`src/hw/rxef_pkg.sv`:
```
// Purpose: shared constants for the receiver error flag register bank
// Assumes: axi4-lite, 32-bit data, byte addresses = 4 * register index
// Notes: offsets are register indices; byte address derived below
package rxef_pkg;
  localparam int unsigned ADDR_W = 8;
  localparam int unsigned FLAG_W = 7;
  // register indices and byte addresses
  localparam logic [ADDR_W-1:0] IDX_FLAGS = 8'h10;
  localparam logic [ADDR_W-1:0] IDX_MASK = 8'h11;
  localparam logic [ADDR_W-1:0] IDX_IRQ_STATUS = 8'h12;
  localparam logic [ADDR_W-1:0] IDX_IRQ_MASK = 8'h13;
  localparam logic [ADDR_W-1:0] IDX_CTRL = 8'h14;
  localparam logic [ADDR_W-1:0] ADDR_FLAGS = 8'h40;
  localparam logic [ADDR_W-1:0] ADDR_MASK = 8'h44;
  localparam logic [ADDR_W-1:0] ADDR_IRQ_STATUS = 8'h48;
  localparam logic [ADDR_W-1:0] ADDR_IRQ_MASK = 8'h4C;
  localparam logic [ADDR_W-1:0] ADDR_CTRL = 8'h50;
  // flag bit positions
  localparam int unsigned BIT_PARITY = 0;
  localparam int unsigned BIT_BIPHASE = 1;
  localparam int unsigned BIT_CONF = 2;
  localparam int unsigned BIT_VALID = 3;
  localparam int unsigned BIT_UNLOCK = 4;
  localparam int unsigned BIT_CSCRC = 5;
  localparam int unsigned BIT_SUBCODE_CRC = 6;
  // bits that may disturb the audio sample (all but the two crc flags)
  localparam logic [FLAG_W-1:0] SAMPLE_AFFECT = 7'h1F;
  // reset values and the ctrl hold bit position
  localparam logic [FLAG_W-1:0] RST_FLAGS = 7'h00;
  localparam logic [FLAG_W-1:0] RST_MASK = 7'h00;
  localparam logic RST_HOLD_ZERO = 1'b0;
  localparam int unsigned CTRL_HOLD_BIT = 0;
  // axi responses
  localparam logic [1:0] RESP_OKAY = 2'h0;
  localparam logic [1:0] RESP_SLVERR = 2'h2;
endpackage

```
`src/hw/rxef_sample_gate.sv`:
```
// Purpose: apply the error policy to the current audio sample
// Assumes: sample_in is valid in the cycle sample_valid is high
// Notes: hold=0 repeats last good sample, hold=1 replaces with zero
`timescale 1ns/1ns
module rxef_sample_gate #(
  parameter int unsigned SAMPLE_W = 24
) (
  // clock and reset
  input wire logic aclk,
  input wire logic aresetn,
  // policy
  input wire logic sample_error,
  input wire logic hold_zero,
  // sample stream
  input wire logic sample_valid,
  input wire logic [SAMPLE_W-1:0] sample_in,
  output logic [SAMPLE_W-1:0] sample_out
);
  initial begin
    if (SAMPLE_W < 1 || SAMPLE_W > 32) begin
      $error("rxef_sample_gate: SAMPLE_W out of range");
    end
  end

  logic [SAMPLE_W-1:0] last_good;
  wire logic [SAMPLE_W-1:0] repl = hold_zero ? '0 : last_good;
  wire logic [SAMPLE_W-1:0] next_out = sample_error ? repl : sample_in;

  always_ff @(posedge aclk) begin
    if (!aresetn) begin
      last_good <= '0;
      sample_out <= '0;
    end else if (sample_valid) begin
      sample_out <= next_out;
      if (!sample_error) begin
        last_good <= sample_in;
      end
    end
  end
endmodule

```
`src/hw/rxef_top.sv`:
```
// Purpose: receiver error flag register, enable mask, error pin and irq
// Assumes: error sources and boundary strobes synchronous to aclk
// Notes: registers reached over axi4-lite; one write, one read at a time
`timescale 1ns/1ns
module rxef_top #(
  parameter int unsigned SAMPLE_W = 24
) (
  // clock and reset
  input wire logic aclk,
  input wire logic aresetn,
  // axi4-lite write address
  input wire logic awvalid,
  output logic awready,
  input wire logic [7:0] awaddr,
  input wire logic [2:0] awprot,
  // axi4-lite write data
  input wire logic wvalid,
  output logic wready,
  input wire logic [31:0] wdata,
  input wire logic [3:0] wstrb,
  // axi4-lite write response
  output logic bvalid,
  input wire logic bready,
  output logic [1:0] bresp,
  // axi4-lite read address
  input wire logic arvalid,
  output logic arready,
  input wire logic [7:0] araddr,
  input wire logic [2:0] arprot,
  // axi4-lite read data
  output logic rvalid,
  input wire logic rready,
  output logic [31:0] rdata,
  output logic [1:0] rresp,
  // error sources from the receiver, levels
  input wire logic subcode_crc_error,
  input wire logic chan_status_crc_error,
  input wire logic pll_unlocked,
  input wire logic validity_error,
  input wire logic eye_conf_error,
  input wire logic line_code_error,
  input wire logic subframe_check_error,
  // boundary strobes, one-cycle pulses, and the professional mode level
  input wire logic q_block_boundary,
  input wire logic cs_block_boundary,
  input wire logic subframe_boundary,
  input wire logic professional_mode,
  // audio sample path
  input wire logic sample_valid,
  input wire logic [SAMPLE_W-1:0] sample_in,
  output logic [SAMPLE_W-1:0] sample_out,
  // outputs
  output logic rx_error_out,
  output logic irq
);
  localparam int unsigned FW = rxef_pkg::FLAG_W;

  // error sources sampled at boundaries (eye margin every cycle) and register state
  logic [FW-1:0] src;
  logic [FW-1:0] flags;
  logic [FW-1:0] mask;
  logic [FW-1:0] irq_status;
  logic [FW-1:0] irq_mask;
  logic hold_zero;
  logic [FW-1:0] src_prev;

  // per-bit update strobes
  wire logic [FW-1:0] upd;
  assign upd[rxef_pkg::BIT_SUBCODE_CRC] = q_block_boundary;
  assign upd[rxef_pkg::BIT_CSCRC] = cs_block_boundary;
  assign upd[rxef_pkg::BIT_UNLOCK] = cs_block_boundary;
  assign upd[rxef_pkg::BIT_VALID] = subframe_boundary;
  assign upd[rxef_pkg::BIT_BIPHASE] = subframe_boundary;
  assign upd[rxef_pkg::BIT_PARITY] = subframe_boundary;
  // eye margin is a continuous measurement, tracked every cycle
  assign upd[rxef_pkg::BIT_CONF] = 1'b1;

  wire logic [FW-1:0] raw;
  assign raw[rxef_pkg::BIT_SUBCODE_CRC] = subcode_crc_error;
  // the cs crc only carries meaning for professional-format data
  assign raw[rxef_pkg::BIT_CSCRC] = chan_status_crc_error
    & professional_mode;
  assign raw[rxef_pkg::BIT_UNLOCK] = pll_unlocked;
  assign raw[rxef_pkg::BIT_VALID] = validity_error;
  assign raw[rxef_pkg::BIT_CONF] = eye_conf_error;
  assign raw[rxef_pkg::BIT_BIPHASE] = line_code_error;
  assign raw[rxef_pkg::BIT_PARITY] = subframe_check_error;

  wire logic [FW-1:0] next_src;
  wire logic [FW-1:0] active = next_src & mask;

  // axi handshake state
  logic aw_held;
  logic w_held;
  logic [7:0] aw_addr_q;
  logic [31:0] w_data_q;
  logic [3:0] w_strb_q;

  assign awready = !aw_held && !bvalid;
  assign wready = !w_held && !bvalid;
  wire logic aw_fire = awvalid && awready;
  wire logic w_fire = wvalid && wready;
  wire logic have_aw = aw_held || aw_fire;
  wire logic have_w = w_held || w_fire;
  wire logic wr_go = have_aw && have_w;
  wire logic [7:0] wr_addr = aw_held ? aw_addr_q : awaddr;
  wire logic [31:0] wr_data = w_held ? w_data_q : wdata;
  wire logic [3:0] wr_strb = w_held ? w_strb_q : wstrb;
  wire logic wr_lane0 = wr_go && wr_strb[0];

  wire logic wr_mask = wr_lane0 && wr_addr == rxef_pkg::ADDR_MASK;
  wire logic wr_istat = wr_lane0 && wr_addr == rxef_pkg::ADDR_IRQ_STATUS;
  wire logic wr_imask = wr_lane0 && wr_addr == rxef_pkg::ADDR_IRQ_MASK;
  wire logic wr_ctrl = wr_lane0 && wr_addr == rxef_pkg::ADDR_CTRL;
  wire logic wr_hit = wr_addr == rxef_pkg::ADDR_FLAGS
    || wr_addr == rxef_pkg::ADDR_MASK
    || wr_addr == rxef_pkg::ADDR_IRQ_STATUS
    || wr_addr == rxef_pkg::ADDR_IRQ_MASK
    || wr_addr == rxef_pkg::ADDR_CTRL;

  assign arready = !rvalid;
  wire logic ar_fire = arvalid && arready;
  wire logic rd_flags = ar_fire && araddr == rxef_pkg::ADDR_FLAGS;

  genvar i;
  generate
    for (i = 0; i < FW; i++) begin : g_src
      assign next_src[i] = upd[i] ? raw[i] : src[i];
    end
  endgenerate

  // read clears, but an active source or a new event wins over the clear
  wire logic [FW-1:0] kept = rd_flags ? '0 : flags;
  wire logic [FW-1:0] next_flags = (kept | active) & mask;

  wire logic [FW-1:0] rise = active & ~src_prev;
  wire logic [FW-1:0] istat_clr = wr_istat ? wr_data[FW-1:0] : '0;
  wire logic [FW-1:0] next_istat = (irq_status & ~istat_clr) | rise;

  wire logic [31:0] rd_mux =
    araddr == rxef_pkg::ADDR_FLAGS ? {25'h000_0000, flags & mask} :
    araddr == rxef_pkg::ADDR_MASK ? {25'h000_0000, mask} :
    araddr == rxef_pkg::ADDR_IRQ_STATUS ? {25'h000_0000, irq_status} :
    araddr == rxef_pkg::ADDR_IRQ_MASK ? {25'h000_0000, irq_mask} :
    araddr == rxef_pkg::ADDR_CTRL ? {31'h0000_0000, hold_zero} :
    32'h0000_0000;
  wire logic rd_hit = araddr == rxef_pkg::ADDR_FLAGS
    || araddr == rxef_pkg::ADDR_MASK
    || araddr == rxef_pkg::ADDR_IRQ_STATUS
    || araddr == rxef_pkg::ADDR_IRQ_MASK
    || araddr == rxef_pkg::ADDR_CTRL;

  always_ff @(posedge aclk) begin
    if (!aresetn) begin
      src <= '0;
      src_prev <= '0;
      flags <= rxef_pkg::RST_FLAGS;
      mask <= rxef_pkg::RST_MASK;
      irq_status <= '0;
      irq_mask <= '0;
      hold_zero <= rxef_pkg::RST_HOLD_ZERO;
    end else begin
      src <= next_src;
      src_prev <= active;
      flags <= next_flags;
      irq_status <= next_istat;
      if (wr_mask) begin
        mask <= wr_data[FW-1:0];
      end
      if (wr_imask) begin
        irq_mask <= wr_data[FW-1:0];
      end
      if (wr_ctrl) begin
        hold_zero <= wr_data[rxef_pkg::CTRL_HOLD_BIT];
      end
    end
  end

  always_ff @(posedge aclk) begin
    if (!aresetn) begin
      aw_held <= 1'b0;
      w_held <= 1'b0;
      aw_addr_q <= 8'h00;
      w_data_q <= 32'h0000_0000;
      w_strb_q <= 4'h0;
      bvalid <= 1'b0;
      bresp <= rxef_pkg::RESP_OKAY;
    end else begin
      if (wr_go) begin
        aw_held <= 1'b0;
        w_held <= 1'b0;
        bvalid <= 1'b1;
        bresp <= wr_hit ? rxef_pkg::RESP_OKAY : rxef_pkg::RESP_SLVERR;
      end else begin
        if (aw_fire) begin
          aw_held <= 1'b1;
          aw_addr_q <= awaddr;
        end
        if (w_fire) begin
          w_held <= 1'b1;
          w_data_q <= wdata;
          w_strb_q <= wstrb;
        end
        if (bvalid && bready) begin
          bvalid <= 1'b0;
        end
      end
    end
  end

  always_ff @(posedge aclk) begin
    if (!aresetn) begin
      rvalid <= 1'b0;
      rdata <= 32'h0000_0000;
      rresp <= rxef_pkg::RESP_OKAY;
    end else if (ar_fire) begin
      rvalid <= 1'b1;
      rdata <= rd_mux;
      rresp <= rd_hit ? rxef_pkg::RESP_OKAY : rxef_pkg::RESP_SLVERR;
    end else if (rvalid && rready) begin
      rvalid <= 1'b0;
    end
  end

  // pin follows live enabled errors; irq follows sticky unmasked status
  always_ff @(posedge aclk) begin
    if (!aresetn) begin
      rx_error_out <= 1'b0;
      irq <= 1'b0;
    end else begin
      rx_error_out <= |active;
      irq <= |(next_istat & irq_mask);
    end
  end

  wire logic sample_error = |(active & rxef_pkg::SAMPLE_AFFECT);

  rxef_sample_gate #(
    .SAMPLE_W(SAMPLE_W)
  ) u_gate (
    .aclk(aclk),
    .aresetn(aresetn),
    .sample_error(sample_error),
    .hold_zero(hold_zero),
    .sample_valid(sample_valid),
    .sample_in(sample_in),
    .sample_out(sample_out)
  );
endmodule

```
`config.mk`:
```
export PLATFORM = sky130hd
export DESIGN_NAME = rxef_top
export DESIGN_NICKNAME = d
export VERILOG_FILES = /design/src/hw/rxef_pkg.sv /design/src/hw/rxef_sample_gate.sv /design/src/hw/rxef_top.sv
export SDC_FILE = /design/constraint.sdc
export NUM_CORES = 1
export LEC_CHECK = 0
export ABC_AREA = 1
export ABC_CLOCK_PERIOD_IN_PS = 1800
export BUFFER_PORTS_ARGS = -buffer_cell sky130_fd_sc_hd__buf_4
export CORE_UTILIZATION = 40
export CTS_CLUSTER_DIAMETER = 200
export DETAILED_ROUTE_END_ITERATION = 7
export GPL_TIMING_DRIVEN = 0
export PLACE_DENSITY_LB_ADDON = 0.2
export SKIP_CTS_REPAIR_TIMING = 1
export SLEW_MARGIN = 20
export SYNTH_ARGS = -nofsm -noshare
export SYNTH_HDL_FRONTEND = slang
export SYNTH_SLANG_ARGS = --single-unit
```
`constraint.sdc`:
```
create_clock -name aclk -period 1.8 [get_ports aclk]
set_clock_uncertainty 0.2 [all_clocks]
set_input_delay 0.36 -clock aclk [delete_from_list [all_inputs] [get_ports aclk]]
set_output_delay 0.36 -clock aclk [all_outputs]
set_load 0.03 [all_outputs]
```
### Word-level counts from Yosys, hierarchy flattened

Cells that the tools add are included.

* bits in registers: 149
* bits of input ports: 101
* word-level logic and storage cells: 106
* output and inout bits: 67

* reduce and logical (&&, ||, !) cells: 37
* multiplexer cells: 24
* eq/ne operators: 10
* bitwise operators: 14

Operators by type and width (count)
* 8-bit by 7-bit equality test with 1-bit output (second input constant): 10
* 7-bit 2-to-1 mux: 7
* 24-bit 2-to-1 mux: 2
* 7-bit bitwise AND: 6
* 1-bit logical AND: 14
* 7-bit NOT: 2
* 7-bit OR: 2
* 7-bit OR reduction: 2
* 1-bit 2-to-1 mux: 12
* 1-bit logical OR: 10
* 8-bit 2-to-1 mux: 1
* 2-bit AND reduction: 3
* 5-bit OR reduction: 1
* 1-bit zero test: 4
* 2-bit 2-to-1 mux: 2
* 2-bit nonzero test: 2
* 1-bit NOT: 3
* 2-bit OR reduction: 1
* 1-bit bitwise AND: 1

### Longest topological paths before layout

Gate-level depths: netlist of the first run.

* depth after elaboration: 13
* gate-level depth with buffers: 13

### By module

Synthesis of the first run repeated with hierarchy kept, for this count alone.

* cells, all modules: 763
* area total of the unflattened synthesis: 5555.3 um2

Modules (own cells, without submodules)
* rxef_top: area an instance 3500.9 um2, seq. area each 1461.4 um2, cells each 477, times used 1
* rxef_sample_gate: area an instance 2054.5 um2, seq. area each 960.9 um2, cells each 286, times used 1

### Worst setup path before layout of the first run

OpenSTA, ideal clock, no wires.

* path kind: register to register
* start point: reg w_held
* end point: reg w_data_q[4]
* cell stages (with the launch flop): 8
* setup time: 70 ps
* setup slack: -110 ps
* path buffers: 2
* arrival time: 1640 ps
* data required time: 1530 ps
* path through: dfxtp_1 clkbuf_1 nor2_1 nand3_1 inv_1 buf_2 o21ai_0 a21oi_1

* word-level cells in the longest chain between the ends: 7

RTL lines
* start: declaration: RTL line rxef_top.sv:94 `logic w_held;`
* start signal: assignment: RTL line rxef_top.sv:182 `w_held <= 1'b0;`
* start signal: assignment: RTL line rxef_top.sv:191 `w_held <= 1'b0;`
* start signal: assignment: RTL line rxef_top.sv:200 `w_held <= 1'b1;`
* 1-bit zero test (*): RTL line rxef_top.sv:100 `assign wready = !w_held && !bvalid;`
* 1-bit logical AND (*): RTL line rxef_top.sv:100
* net wready: RTL line rxef_top.sv:18 `output logic wready,`
* 1-bit logical AND (*): RTL line rxef_top.sv:102 `wire logic w_fire = wvalid && wready;`
* 1-bit logical OR: RTL line rxef_top.sv:104 `wire logic have_w = w_held || w_fire;`
* 1-bit logical AND: RTL line rxef_top.sv:105 `wire logic wr_go = have_aw && have_w;`
* 1-bit NOT (no source line)
* 2-bit AND reduction (no source line) (*)
* end signal: assignment: RTL line rxef_top.sv:201 `w_data_q <= wdata;`
* end: declaration: RTL line rxef_top.sv:96 `logic [31:0] w_data_q;`

Mark *: on every way through the listed nets, which the timed path passes. The rest lies on a longest branch.
A chain may end at the register's enable or synchronous reset.

### Final worst setup path of the first run

* start point: reg aw_held
* end point: reg irq

* word-level cells in the longest chain between the ends: 13

RTL lines
* start: declaration: RTL line rxef_top.sv:93 `logic aw_held;`
* start signal: assignment: RTL line rxef_top.sv:181 `aw_held <= 1'b0;`
* start signal: assignment: RTL line rxef_top.sv:190 `aw_held <= 1'b0;`
* start signal: assignment: RTL line rxef_top.sv:196 `aw_held <= 1'b1;`
* 1-bit zero test: RTL line rxef_top.sv:99 `assign awready = !aw_held && !bvalid;`
* 1-bit logical AND: RTL line rxef_top.sv:99
* 1-bit logical AND: RTL line rxef_top.sv:101 `wire logic aw_fire = awvalid && awready;`
* 1-bit logical OR: RTL line rxef_top.sv:103 `wire logic have_aw = aw_held || aw_fire;`
* 1-bit logical AND: RTL line rxef_top.sv:105
* 1-bit logical AND: RTL line rxef_top.sv:109 `wire logic wr_lane0 = wr_go && wr_strb[0];`
* 1-bit logical AND (*): RTL line rxef_top.sv:112 `wire logic wr_istat = wr_lane0 && wr_addr == rxef_pkg::ADDR_IRQ_STATUS;`
* 7-bit 2-to-1 mux (*): RTL line rxef_top.sv:137 `wire logic [FW-1:0] istat_clr = wr_istat ? wr_data[FW-1:0] : '0;`
* 7-bit NOT (*): RTL line rxef_top.sv:138 `wire logic [FW-1:0] next_istat = (irq_status & ~istat_clr) | rise;`
* 7-bit bitwise AND (*): RTL line rxef_top.sv:138
* 7-bit OR (*): RTL line rxef_top.sv:138
* 7-bit bitwise AND (*): RTL line rxef_top.sv:232 `irq <= |(next_istat & irq_mask);`
* 7-bit OR reduction (*): RTL line rxef_top.sv:232
* end signal: assignment: RTL line rxef_top.sv:232
* end: declaration: RTL line rxef_top.sv:54 `output logic irq`

Mark *: on every way between the ends. The rest lies on a longest branch, timed or not.

==> results of run 1 <==
cells in the mapped netlist (all sizes together):
cell,count
nand2,164
dfxtp,121
a21oi,73
nor2,57
inv,55
nand3,50
o21ai,48
buf,38
a31oi,25
clkbuf,19
nor3,9
o211ai,7
mux2i,5
nand4,4
or2,4
clkinv,2
conb,1
o21a,1
o21bai,1
o22ai,1
o41ai,1
stage by stage:
stage / hold WS [ns] / setup TNS, ns
3_3_place_gp: 0.2415 / -24.17
6_report: 0.004151 / -1.682
3_5_place_dp: 0.2482 / -25.84
2_1_floorplan: 0.2291 / 0
4_1_cts: -0.01537 / -6.744
5_1_grt: 0.006360 / -6.487
final cells by class:
cell class / count / area share
clock buffer: 24 / 0.06212
sequential: 121 / 0.3068
multi-input combinational: 477 / 0.3816
clock inverter: 7 / 0.01454
timing repair buffer: 124 / 0.1274
tap: 176 / 0.02782
buffer: 57 / 0.05201
inverter: 57 / 0.02766
worst max-delay path: cells and delay by family, from the launching register on:
kind | cells | cell delay, ns
buf+inv | 1 | 0.13
simple gates | 8 | 0.85
compound gates | 2 | 0.28
flops | 1 | 0.33
routing by layer:
metal,share of wire,global-route usage
met1,0.43,0.2400
met2,0.50,0.3358
met3,0.050,0.05364
met4,0.018,0.08149
met5,0,0
flip-flops by register name (all words and copies together), names as in the netlist:
| signal | count |
|---|---|
| u_gate.last_good | 24 |
| u_gate.sample_out | 24 |
| aw_addr_q | 8 |
| flags | 7 |
| irq_mask | 7 |
| irq_status | 7 |
| mask | 7 |
| rdata | 7 |
| src_prev | 7 |
| w_data_q | 7 |
| src | 6 |
| aw_held | 1 |
| bresp | 1 |
| bvalid | 1 |
| hold_zero | 1 |
| irq | 1 |
| rresp | 1 |
| rvalid | 1 |
| rx_error_out | 1 |
| w_held | 1 |
| w_strb_q | 1 |
power groups by stage:
stage / combinational, mW / clock, mW / sequential [mW]
global route: 1.26 / 3.66 / 2.91
CTS: 0.974 / 3.53 / 2.88
floorplan: 0.568 / 0 / 3.00
finish: 1.16 / 3.49 / 2.89
global placement: 0.954 / 0 / 2.93
detailed placement: 0.971 / 0 / 2.94
path summary, 6_finish.rpt:
path | startpoint | to | slack [ns] | cells after the start
worst min-delay path | awaddr[6] | aw_addr_q[6] | 0.004 | 3
worst max-delay path | aw_held | irq | -0.14 | 11
worst max register to register | aw_held | irq | -0.14 | 11
worst min register to register | aw_addr_q[3] | aw_addr_q[3] | 0.25 | 2
kinds of logic after synthesis:
family | synth area share
AND/OR/NAND/NOR | 0.2509
multiplexers | 0.009824
flip-flops | 0.4423
other | 0.0006847
buffers and inverters | 0.1049
AO/OA/AOI/OAI | 0.1915
==> flow_metrics.env, run 1 <==
export IMPL_post_dp_hpwl_um=10130
export IMPL_num_vias=5053
export IMPL_clk_pin_slew_worst_paths_ns=0.06
export IMPL_cts_buffers=17
export IMPL_startpoint_type="flop"
export IMPL_drive_above_1_share=0.3587
export IMPL_timing_final_ws_setup_ns=-0.1415
export IMPL_violations="setup timing"
export IMPL_grt_use_total=0.1997
export IMPL_synth_warnings=0
export IMPL_critical_path_max_stage_delay_ns=0.33
export IMPL_final_util=0.5953
export IMPL_wire_per_inst_um=13.92
export IMPL_area_growth_pct=44.53
export IMPL_endpoint_kind="flop"
export IMPL_post_route_min_period_ns=1.941
export IMPL_drt_pass1_iter_count=4
export IMPL_maxCapViolations=0
export IMPL_power_frac_comb=0.154
export IMPL_finalNonFillerCells=1043
export IMPL_syn_mean_instance_area_um2=7.983
export IMPL_rsz0062_at_grt="yes"
export IMPL_n_antenna_cell=0
export IMPL_p_seq_frac=0.383
export IMPL_place_area_mm2=0.006600
export IMPL_p_sw_frac=0.2582
export IMPL_yosys_area_top_type="dfxtp_1"
export IMPL_worstMarginPinSlew_ns=1.253
export IMPL_fill_cells=1199
export IMPL_multi_input_area_mm2=0.003020
export IMPL_root_buffer="clkbuf_16"
export IMPL_drc=0
export IMPL_max_freq_ghz=0.5151
export IMPL_final_nets=956
export IMPL_h_tree_depth=4
export IMPL_seq_area_mm2=0.002429
export IMPL_seq_area_frac_synth=0.4423
export IMPL_synth_area_mm2=0.005477
export IMPL_place_congestion=0.8389
export IMPL_ant_nets=0
export IMPL_post_place_ws_ns=-0.4259
export IMPL_die_w_um=119.0
export IMPL_powerDensity_mw_per_mm2=953.5
export IMPL_place_inst=994
export IMPL_required_ns=1.88
export IMPL_synth_top_area_share=0.4423
export IMPL_clkPwrFrac=0.463
export IMPL_worst_path_most_repeated_cell="nand2_1"
export IMPL_grt_pass1_wl_um=22380
export IMPL_grt_overflow=0
export IMPL_cp_max_fo=7
export IMPL_antenna_found_initial=0
export IMPL_synthDistinctLibCells=37
export IMPL_grt_pass1_vias=4782
export IMPL_ys_top_cells_by_area="dfxtp_1 (44%), nand2_1 (9.9%), a21oi_1 (4.8%)"
export IMPL_cts_tree="yes"
export IMPL_crit_chain="buf_6 > o21ai_2 > nand2_2 > nor2_4 > nand3_2 > nand2_2 > nand2_1 > nand2_1 > nand2_1 > nor2_1 > a21oi_1"
export IMPL_crit_arrival_ns=2.02
export IMPL_setup_viol=47
export IMPL_power_mw=7.547
export IMPL_final_cell_mix="buf_4 (142), nand2_1 (128), dfxtp_1 (116)"
export IMPL_hp_class="in2reg"
export IMPL_io_pins=168
export IMPL_relSlewSlack=0.1645
export IMPL_vias_per_cell=4.845
export IMPL_die_area_mm2=0.01416
export IMPL_synth_cells=686
export IMPL_post_route_period_util=1.079
export IMPL_initial_core_util=0.4119
export IMPL_outcome="complete, but fails checks"
export IMPL_critPathKind="reg2reg"
export IMPL_stdcell_area_mm2=0.007915
export IMPL_grt_max_degree=17
export IMPL_wl_um=14520
export IMPL_switchingPower_mw=1.949
export IMPL_row_count=42
export IMPL_hold_viol=0
export IMPL_max_vdd_ir_drop_mv=0.5819
export IMPL_insertion_delay_ns=0.41
export IMPL_layout_commonest_cell="buf_4"
export IMPL_clockBufferDepth=2
export IMPL_p_leak_nw=3.271
export IMPL_die_h_um=119.0
export IMPL_coreArea_mm2=0.01330
export IMPL_port_buffers=106
export IMPL_power_internal_mw=5.599
export IMPL_slew_violations=0
export IMPL_synth_seq_cells=121
export IMPL_drt_iter0_drc=221
export IMPL_cts_sinks=121
export IMPL_cp_slowest_cell="dfxtp_2"
Note: power is estimated with default switching activity, not from simulation.
==> run 2: changes to the inputs <==
ABC_AREA = unset   (was 1)
==> flow_metrics.env, run 2 <==
export IMPL_area_growth_pct=46.89
export IMPL_port_buffers=105
export IMPL_max_freq_ghz=0.4355
export IMPL_die_h_um=118.1
export IMPL_hold_ws_ns=-0.01216
export IMPL_async_flop_share=0
export IMPL_yosys_top_cells_count="dfxtp_1 (121), a21oi_1 (70), nor2_1 (54)"
export IMPL_drive_above_1_share=0.3710
export IMPL_syn_mean_instance_area_um2=8.969
export IMPL_hp_class="in2reg"
export IMPL_drt_pass1_iter_count=5
export IMPL_maxCapViolations=0
export IMPL_synth_edf_count=0
export IMPL_io_pins=168
export IMPL_critPathKind="reg2reg"
export IMPL_p_sw_frac=0.2435
export IMPL_setup_tns_ns=-23.47
export IMPL_power_mw=7.636
export IMPL_setup_viol=80
export IMPL_grt_pass1_wl_um=22430
export IMPL_place_congestion=0.8754
export IMPL_num_vias=4989
export IMPL_wl_um=15220
export IMPL_endpoint_kind="flop"
export IMPL_outcome="complete, but fails checks"
export IMPL_max_vdd_ir_drop_mv=0.4740
export IMPL_crit_arrival_ns=2.35
export IMPL_timing_final_ws_setup_ns=-0.4962
export IMPL_hold_viol=4
export IMPL_finalNonFillerCells=955
export IMPL_post_dp_hpwl_um=10600
export IMPL_p_leak_nw=3.357
export IMPL_crit_end="irq"
export IMPL_vias_per_cell=5.224
export IMPL_drc=0
export IMPL_cts_sinks=121
export IMPL_timing_rr_start="aw_held"
export IMPL_place_inst=908
export IMPL_r2r_end="irq"
export IMPL_synthDistinctLibCells=51
export IMPL_synth_area_mm2=0.005390
export IMPL_insertion_delay_ns=0.42
export IMPL_grt_use_total=0.2063
export IMPL_die_area_mm2=0.01394
export IMPL_post_route_period_util=1.276
export IMPL_cts_tree="yes"
export IMPL_h_tree_depth=4
export IMPL_root_buffer="clkbuf_16"
export IMPL_synthAdderAreaFrac=0
export IMPL_worstMarginPinSlew_ns=0.9629
export IMPL_final_cell_mix="buf_4 (144), dfxtp_1 (119), nor2_1 (54)"
export IMPL_p_seq_frac=0.373
export IMPL_row_count=42
export IMPL_wire_per_inst_um=15.94
export IMPL_antenna_found_initial=0
export IMPL_yosysMostFrequentCell="dfxtp_1"
export IMPL_synth_warnings=0
export IMPL_relSlewSlack=0.3580
export IMPL_synthMuxAreaShare=0.09099
export IMPL_synth_seq_cells=121
export IMPL_initial_core_util=0.4087
export IMPL_synth_xor_xnor_area_share=0
export IMPL_cp_startpoint="aw_held"
export IMPL_powerDensity_mw_per_mm2=964.5
export IMPL_reg2reg_slack_ns=-0.50
export IMPL_final_nets=867
export IMPL_power_frac_comb=0.132
export IMPL_die_w_um=118.1
export IMPL_seq_area_frac_synth=0.4494
export IMPL_clockBufferDepth=2
export IMPL_coreArea_mm2=0.01319
export IMPL_fill_cells=1173
export IMPL_startpoint_type="flop"
export IMPL_holdPathStages=3
export IMPL_yosys_area_top_type="dfxtp_1"
export IMPL_drt_iter0_drc=290
export IMPL_slew_violations=0
export IMPL_synth_compound_area_frac=0.1871
export IMPL_grt_max_degree=17
export IMPL_post_route_min_period_ns=2.296
export IMPL_synth_cells=601
export IMPL_grt_overflow=0
export IMPL_cp_max_fo=5
export IMPL_violations="hold timing, setup timing"
export IMPL_layout_commonest_cell="buf_4"
export IMPL_ys_top_cells_by_area="dfxtp_1 (45%), a21oi_1 (6.5%), mux2i_1 (6.3%)"
export IMPL_clkPwrFrac=0.495
export IMPL_n_antenna_cell=0
export IMPL_required_ns=1.85
export IMPL_rsz0062_at_grt="yes"
export IMPL_ant_nets=0
export IMPL_synth_top_family_by_area="simple AND/OR/NAND/NOR gates"
export IMPL_switchingPower_mw=1.860
export IMPL_synth_ff_type="dfxtp_1"
export IMPL_synthSimpleGateAreaFrac=0.1964
export IMPL_grt_pass1_vias=4649
export IMPL_r2r_cells=6
export IMPL_final_util=0.6003
export IMPL_clk_pin_slew_worst_paths_ns=0.05
export IMPL_top_regs="u_gate.last_good x24, u_gate.sample_out x24, aw_addr_q x8"
export IMPL_synth_top_area_share=0.4494
export IMPL_cts_buffers=17
export IMPL_power_internal_mw=5.777
-- run 2: how the worst min path moves through the flow --
stage | endpoint | slack (ns) | start
finish | w_data_q[2] | -0.01 | wdata[2]
global route | aw_addr_q[4] | 0.002 | awaddr[4]
CTS | rvalid | -0.1 | rready
detailed placement | rdata[0] | 0.25 | rdata[0]
global placement | u_gate.last_good[1] | 0.24 | u_gate.last_good[1]
floorplan | u_gate.last_good[0] | 0.24 | u_gate.last_good[0]
-- run 2: kinds of logic (layout without fill, tap and decap cells) --
kind of cell / Yosys count / count (layout)
simple gates: 206 / 206
other cells: 1 / 27
mux: 47 / 47
flops: 121 / 121
buf+inv: 74 / 226
compound gates: 152 / 152
-- run 2: layout make-up --
cell class | instances | area [µm²] | share of cell area
buffer | 62 | 442.9 | 0.05594
timing repair buffer | 125 | 1022 | 0.1291
clock inverter | 11 | 192.7 | 0.02434
sequential | 121 | 2430 | 0.3069
multi-input combinational | 432 | 3113 | 0.3932
inverter | 7 | 26.28 | 0.003319
tap | 176 | 220.2 | 0.02781
clock buffer | 21 | 470.5 | 0.05942
-- run 2: critical path: stages, from the launching register on --
cell      delay, ns
dfxtp_4        0.35
or4b_4         0.47
a222oi_1       0.41
buf_4          0.26
nand2_2        0.10
o221ai_4       0.21
a41oi_2        0.14
-- run 2: metrics by stage --
step	setup slack, ns	cell area, µm²
floorplan	-0.2867	5564
global placement	-0.8341	6573
detailed placement	-0.9029	6573
CTS	-0.6658	7236
global route	-0.5893	7918
finish	-0.4962	7918
-- run 2: power groups by stage --
stage / registers, mW / clock network (mW) / logic (mW)
2_1_floorplan: 2.96 / 0 / 0.508
3_3_place_gp: 2.90 / 0 / 0.891
3_5_place_dp: 2.90 / 0 / 0.904
4_1_cts: 2.85 / 3.83 / 0.906
5_1_grt: 2.86 / 3.92 / 1.09
6_report: 2.85 / 3.78 / 1.01
-- run 2: per-layer routing --
layer	part of all wire	wire, µm	vias to the layer above	track usage
met4	0.017	257	0	0.09215
met2	0.51	7696	158	0.3507
met3	0.048	735	25	0.04942
li1	-	-	2442	-
met5	0	0	-	0
met1	0.43	6532	2364	0.2457
==> run 3: changes to the inputs <==
BUFFER_PORTS_ARGS = unset   (was -buffer_cell sky130_fd_sc_hd__buf_4)
DONT_BUFFER_PORTS = 1   (was unset)
==> flow_metrics.env, run 3 (synthesis results as in run 2) <==
export IMPL_p_sw_frac=0.2532
export IMPL_power_frac_comb=0.110
export IMPL_drt_iter0_drc=402
export IMPL_antenna_found_initial=0
export IMPL_power_mw=7.379
export IMPL_reg2reg_slack_ns=-0.51
export IMPL_area_growth_pct=41.32
export IMPL_die_area_mm2=0.01394
export IMPL_clockBufferDepth=2
export IMPL_fill_cells=1163
export IMPL_stdcell_area_mm2=0.007617
export IMPL_initial_core_util=0.4087
export IMPL_timing_final_ws_setup_ns=-0.5127
export IMPL_setup_viol=73
export IMPL_cts_sinks=121
export IMPL_grt_max_degree=17
export IMPL_die_w_um=118.1
export IMPL_layout_commonest_cell="dfxtp_1"
export IMPL_post_dp_hpwl_um=10240
export IMPL_io_pins=168
export IMPL_grt_pass1_vias=4276
export IMPL_num_vias=4921
export IMPL_cp_max_fo=6
export IMPL_p_leak_nw=3.051
export IMPL_cts_tree="yes"
export IMPL_wl_um=16010
export IMPL_place_congestion=0.8552
export IMPL_hold_viol=5
export IMPL_grt_overflow=0
export IMPL_max_freq_ghz=0.4324
export IMPL_coreArea_mm2=0.01319
export IMPL_rsz0062_at_grt="yes"
export IMPL_powerDensity_mw_per_mm2=968.7
export IMPL_setup_tns_ns=-23.49
export IMPL_drive_above_1_share=0.2510
export IMPL_max_vdd_ir_drop_mv=0.5952
export IMPL_ant_nets=0
export IMPL_final_cell_mix="dfxtp_1 (118), nor2_1 (52), dlygate4sd3_1 (50)"
export IMPL_top_regs="u_gate.last_good x24, u_gate.sample_out x24, aw_addr_q x8"
export IMPL_post_route_min_period_ns=2.313
export IMPL_drt_pass1_iter_count=5
export IMPL_wire_per_inst_um=17.77
export IMPL_maxCapViolations=0
export IMPL_vias_per_cell=5.462
export IMPL_outcome="complete, but fails checks"
export IMPL_slew_violations=0
export IMPL_hold_ws_ns=-0.02704
export IMPL_violations="hold timing, setup timing"
export IMPL_final_nets=813
export IMPL_h_tree_depth=4
export IMPL_n_antenna_cell=0
export IMPL_place_area_mm2=0.005784
export IMPL_root_buffer="clkbuf_16"
export IMPL_crit_arrival_ns=2.43
export IMPL_grt_use_total=0.2046
export IMPL_row_count=42
export IMPL_die_h_um=118.1
export IMPL_relSlewSlack=0.2994
export IMPL_critPathKind="reg2reg"
export IMPL_insertion_delay_ns=0.42
export IMPL_startpoint_type="flop"
export IMPL_drc=0
export IMPL_post_place_ws_ns=-0.7225
export IMPL_cts_buffers=17
export IMPL_p_seq_frac=0.398
export IMPL_clkPwrFrac=0.491
export IMPL_post_route_period_util=1.285
export IMPL_holdPathStages=2
export IMPL_worstMarginPinSlew_ns=1.051
export IMPL_port_buffers=0
export IMPL_endpoint_kind="flop"
export IMPL_switchingPower_mw=1.868
export IMPL_required_ns=1.91
export IMPL_hp_class="in2reg"
export IMPL_power_internal_mw=5.511
export IMPL_grt_pass1_wl_um=22180
export IMPL_r2r_cells=6
export IMPL_clk_pin_slew_worst_paths_ns=0.06
==> run 3: cell count changes in the layout (fill, tap and decap cells not counted), moves of 3 or more <==
| cell | delta |
|---|---|
| buf_4 | -108 |
| dlygate4sd3_1 | +48 |
| buf_8 | -5 |
| a21oi_1 | +3 |
| clkinvlp_4 | +3 |
==> run 3: worst paths after layout <==
check | endpoint | startpoint
worst min-delay path | rresp[1] | araddr[4]
worst max register to register | irq_status[5] | aw_held
worst min register to register | u_gate.last_good[13] | u_gate.last_good[13]
worst max-delay path | irq_status[5] | aw_held
==> run 3: worst max-delay path: stages, from the launching register on <==
cell and delay, ns:
dfxtp_4 0.36, or4b_4 0.48, a222oi_1 0.40, buf_4 0.26, nand3_2 0.13, o21a_1 0.22
o21a_1 0.16
==> run 3: power by group through the flow <==
stage | Clock [mW] | Sequential [mW] | Combinational, mW
after floorplan | 0 | 2.96 | 0.508
after global placement | 0 | 2.98 | 0.606
after detailed placement | 0 | 2.99 | 0.614
after CTS | 3.68 | 2.93 | 0.616
after global routing | 3.78 | 2.95 | 0.877
final | 3.62 | 2.94 | 0.815
==> run 3: final cells by class <==
class | instances | area, µm² | share of cell area
multi-input cells | 432 | 3097 | 0.4065
plain buffers | 66 | 474.2 | 0.06225
clock buffers | 20 | 456.7 | 0.05995
clock inverters | 12 | 172.7 | 0.02267
repair buffers | 67 | 734.5 | 0.09642
inverters | 7 | 31.28 | 0.004106
flip-flops and latches | 121 | 2431 | 0.3192
well taps | 176 | 220.2 | 0.02891
==> run 3: through the flow <==
step                      std cells    util
final                           901  0.5775
after CTS                       835  0.4862
after detailed placement        803  0.4385
after global routing            901  0.5775
after floorplan                 627       -
after global placement          803  0.4385
==> run 3: metal layers <==
| layer | vias up | part of all wire | track usage |
|---|---|---|---|
| met5 | - | 0 | 0 |
| met4 | 0 | 0.020 | 0.07692 |
| met3 | 32 | 0.065 | 0.07122 |
| met2 | 201 | 0.51 | 0.3412 |
| met1 | 2359 | 0.41 | 0.2408 |
| li1 | 2329 | - | - |
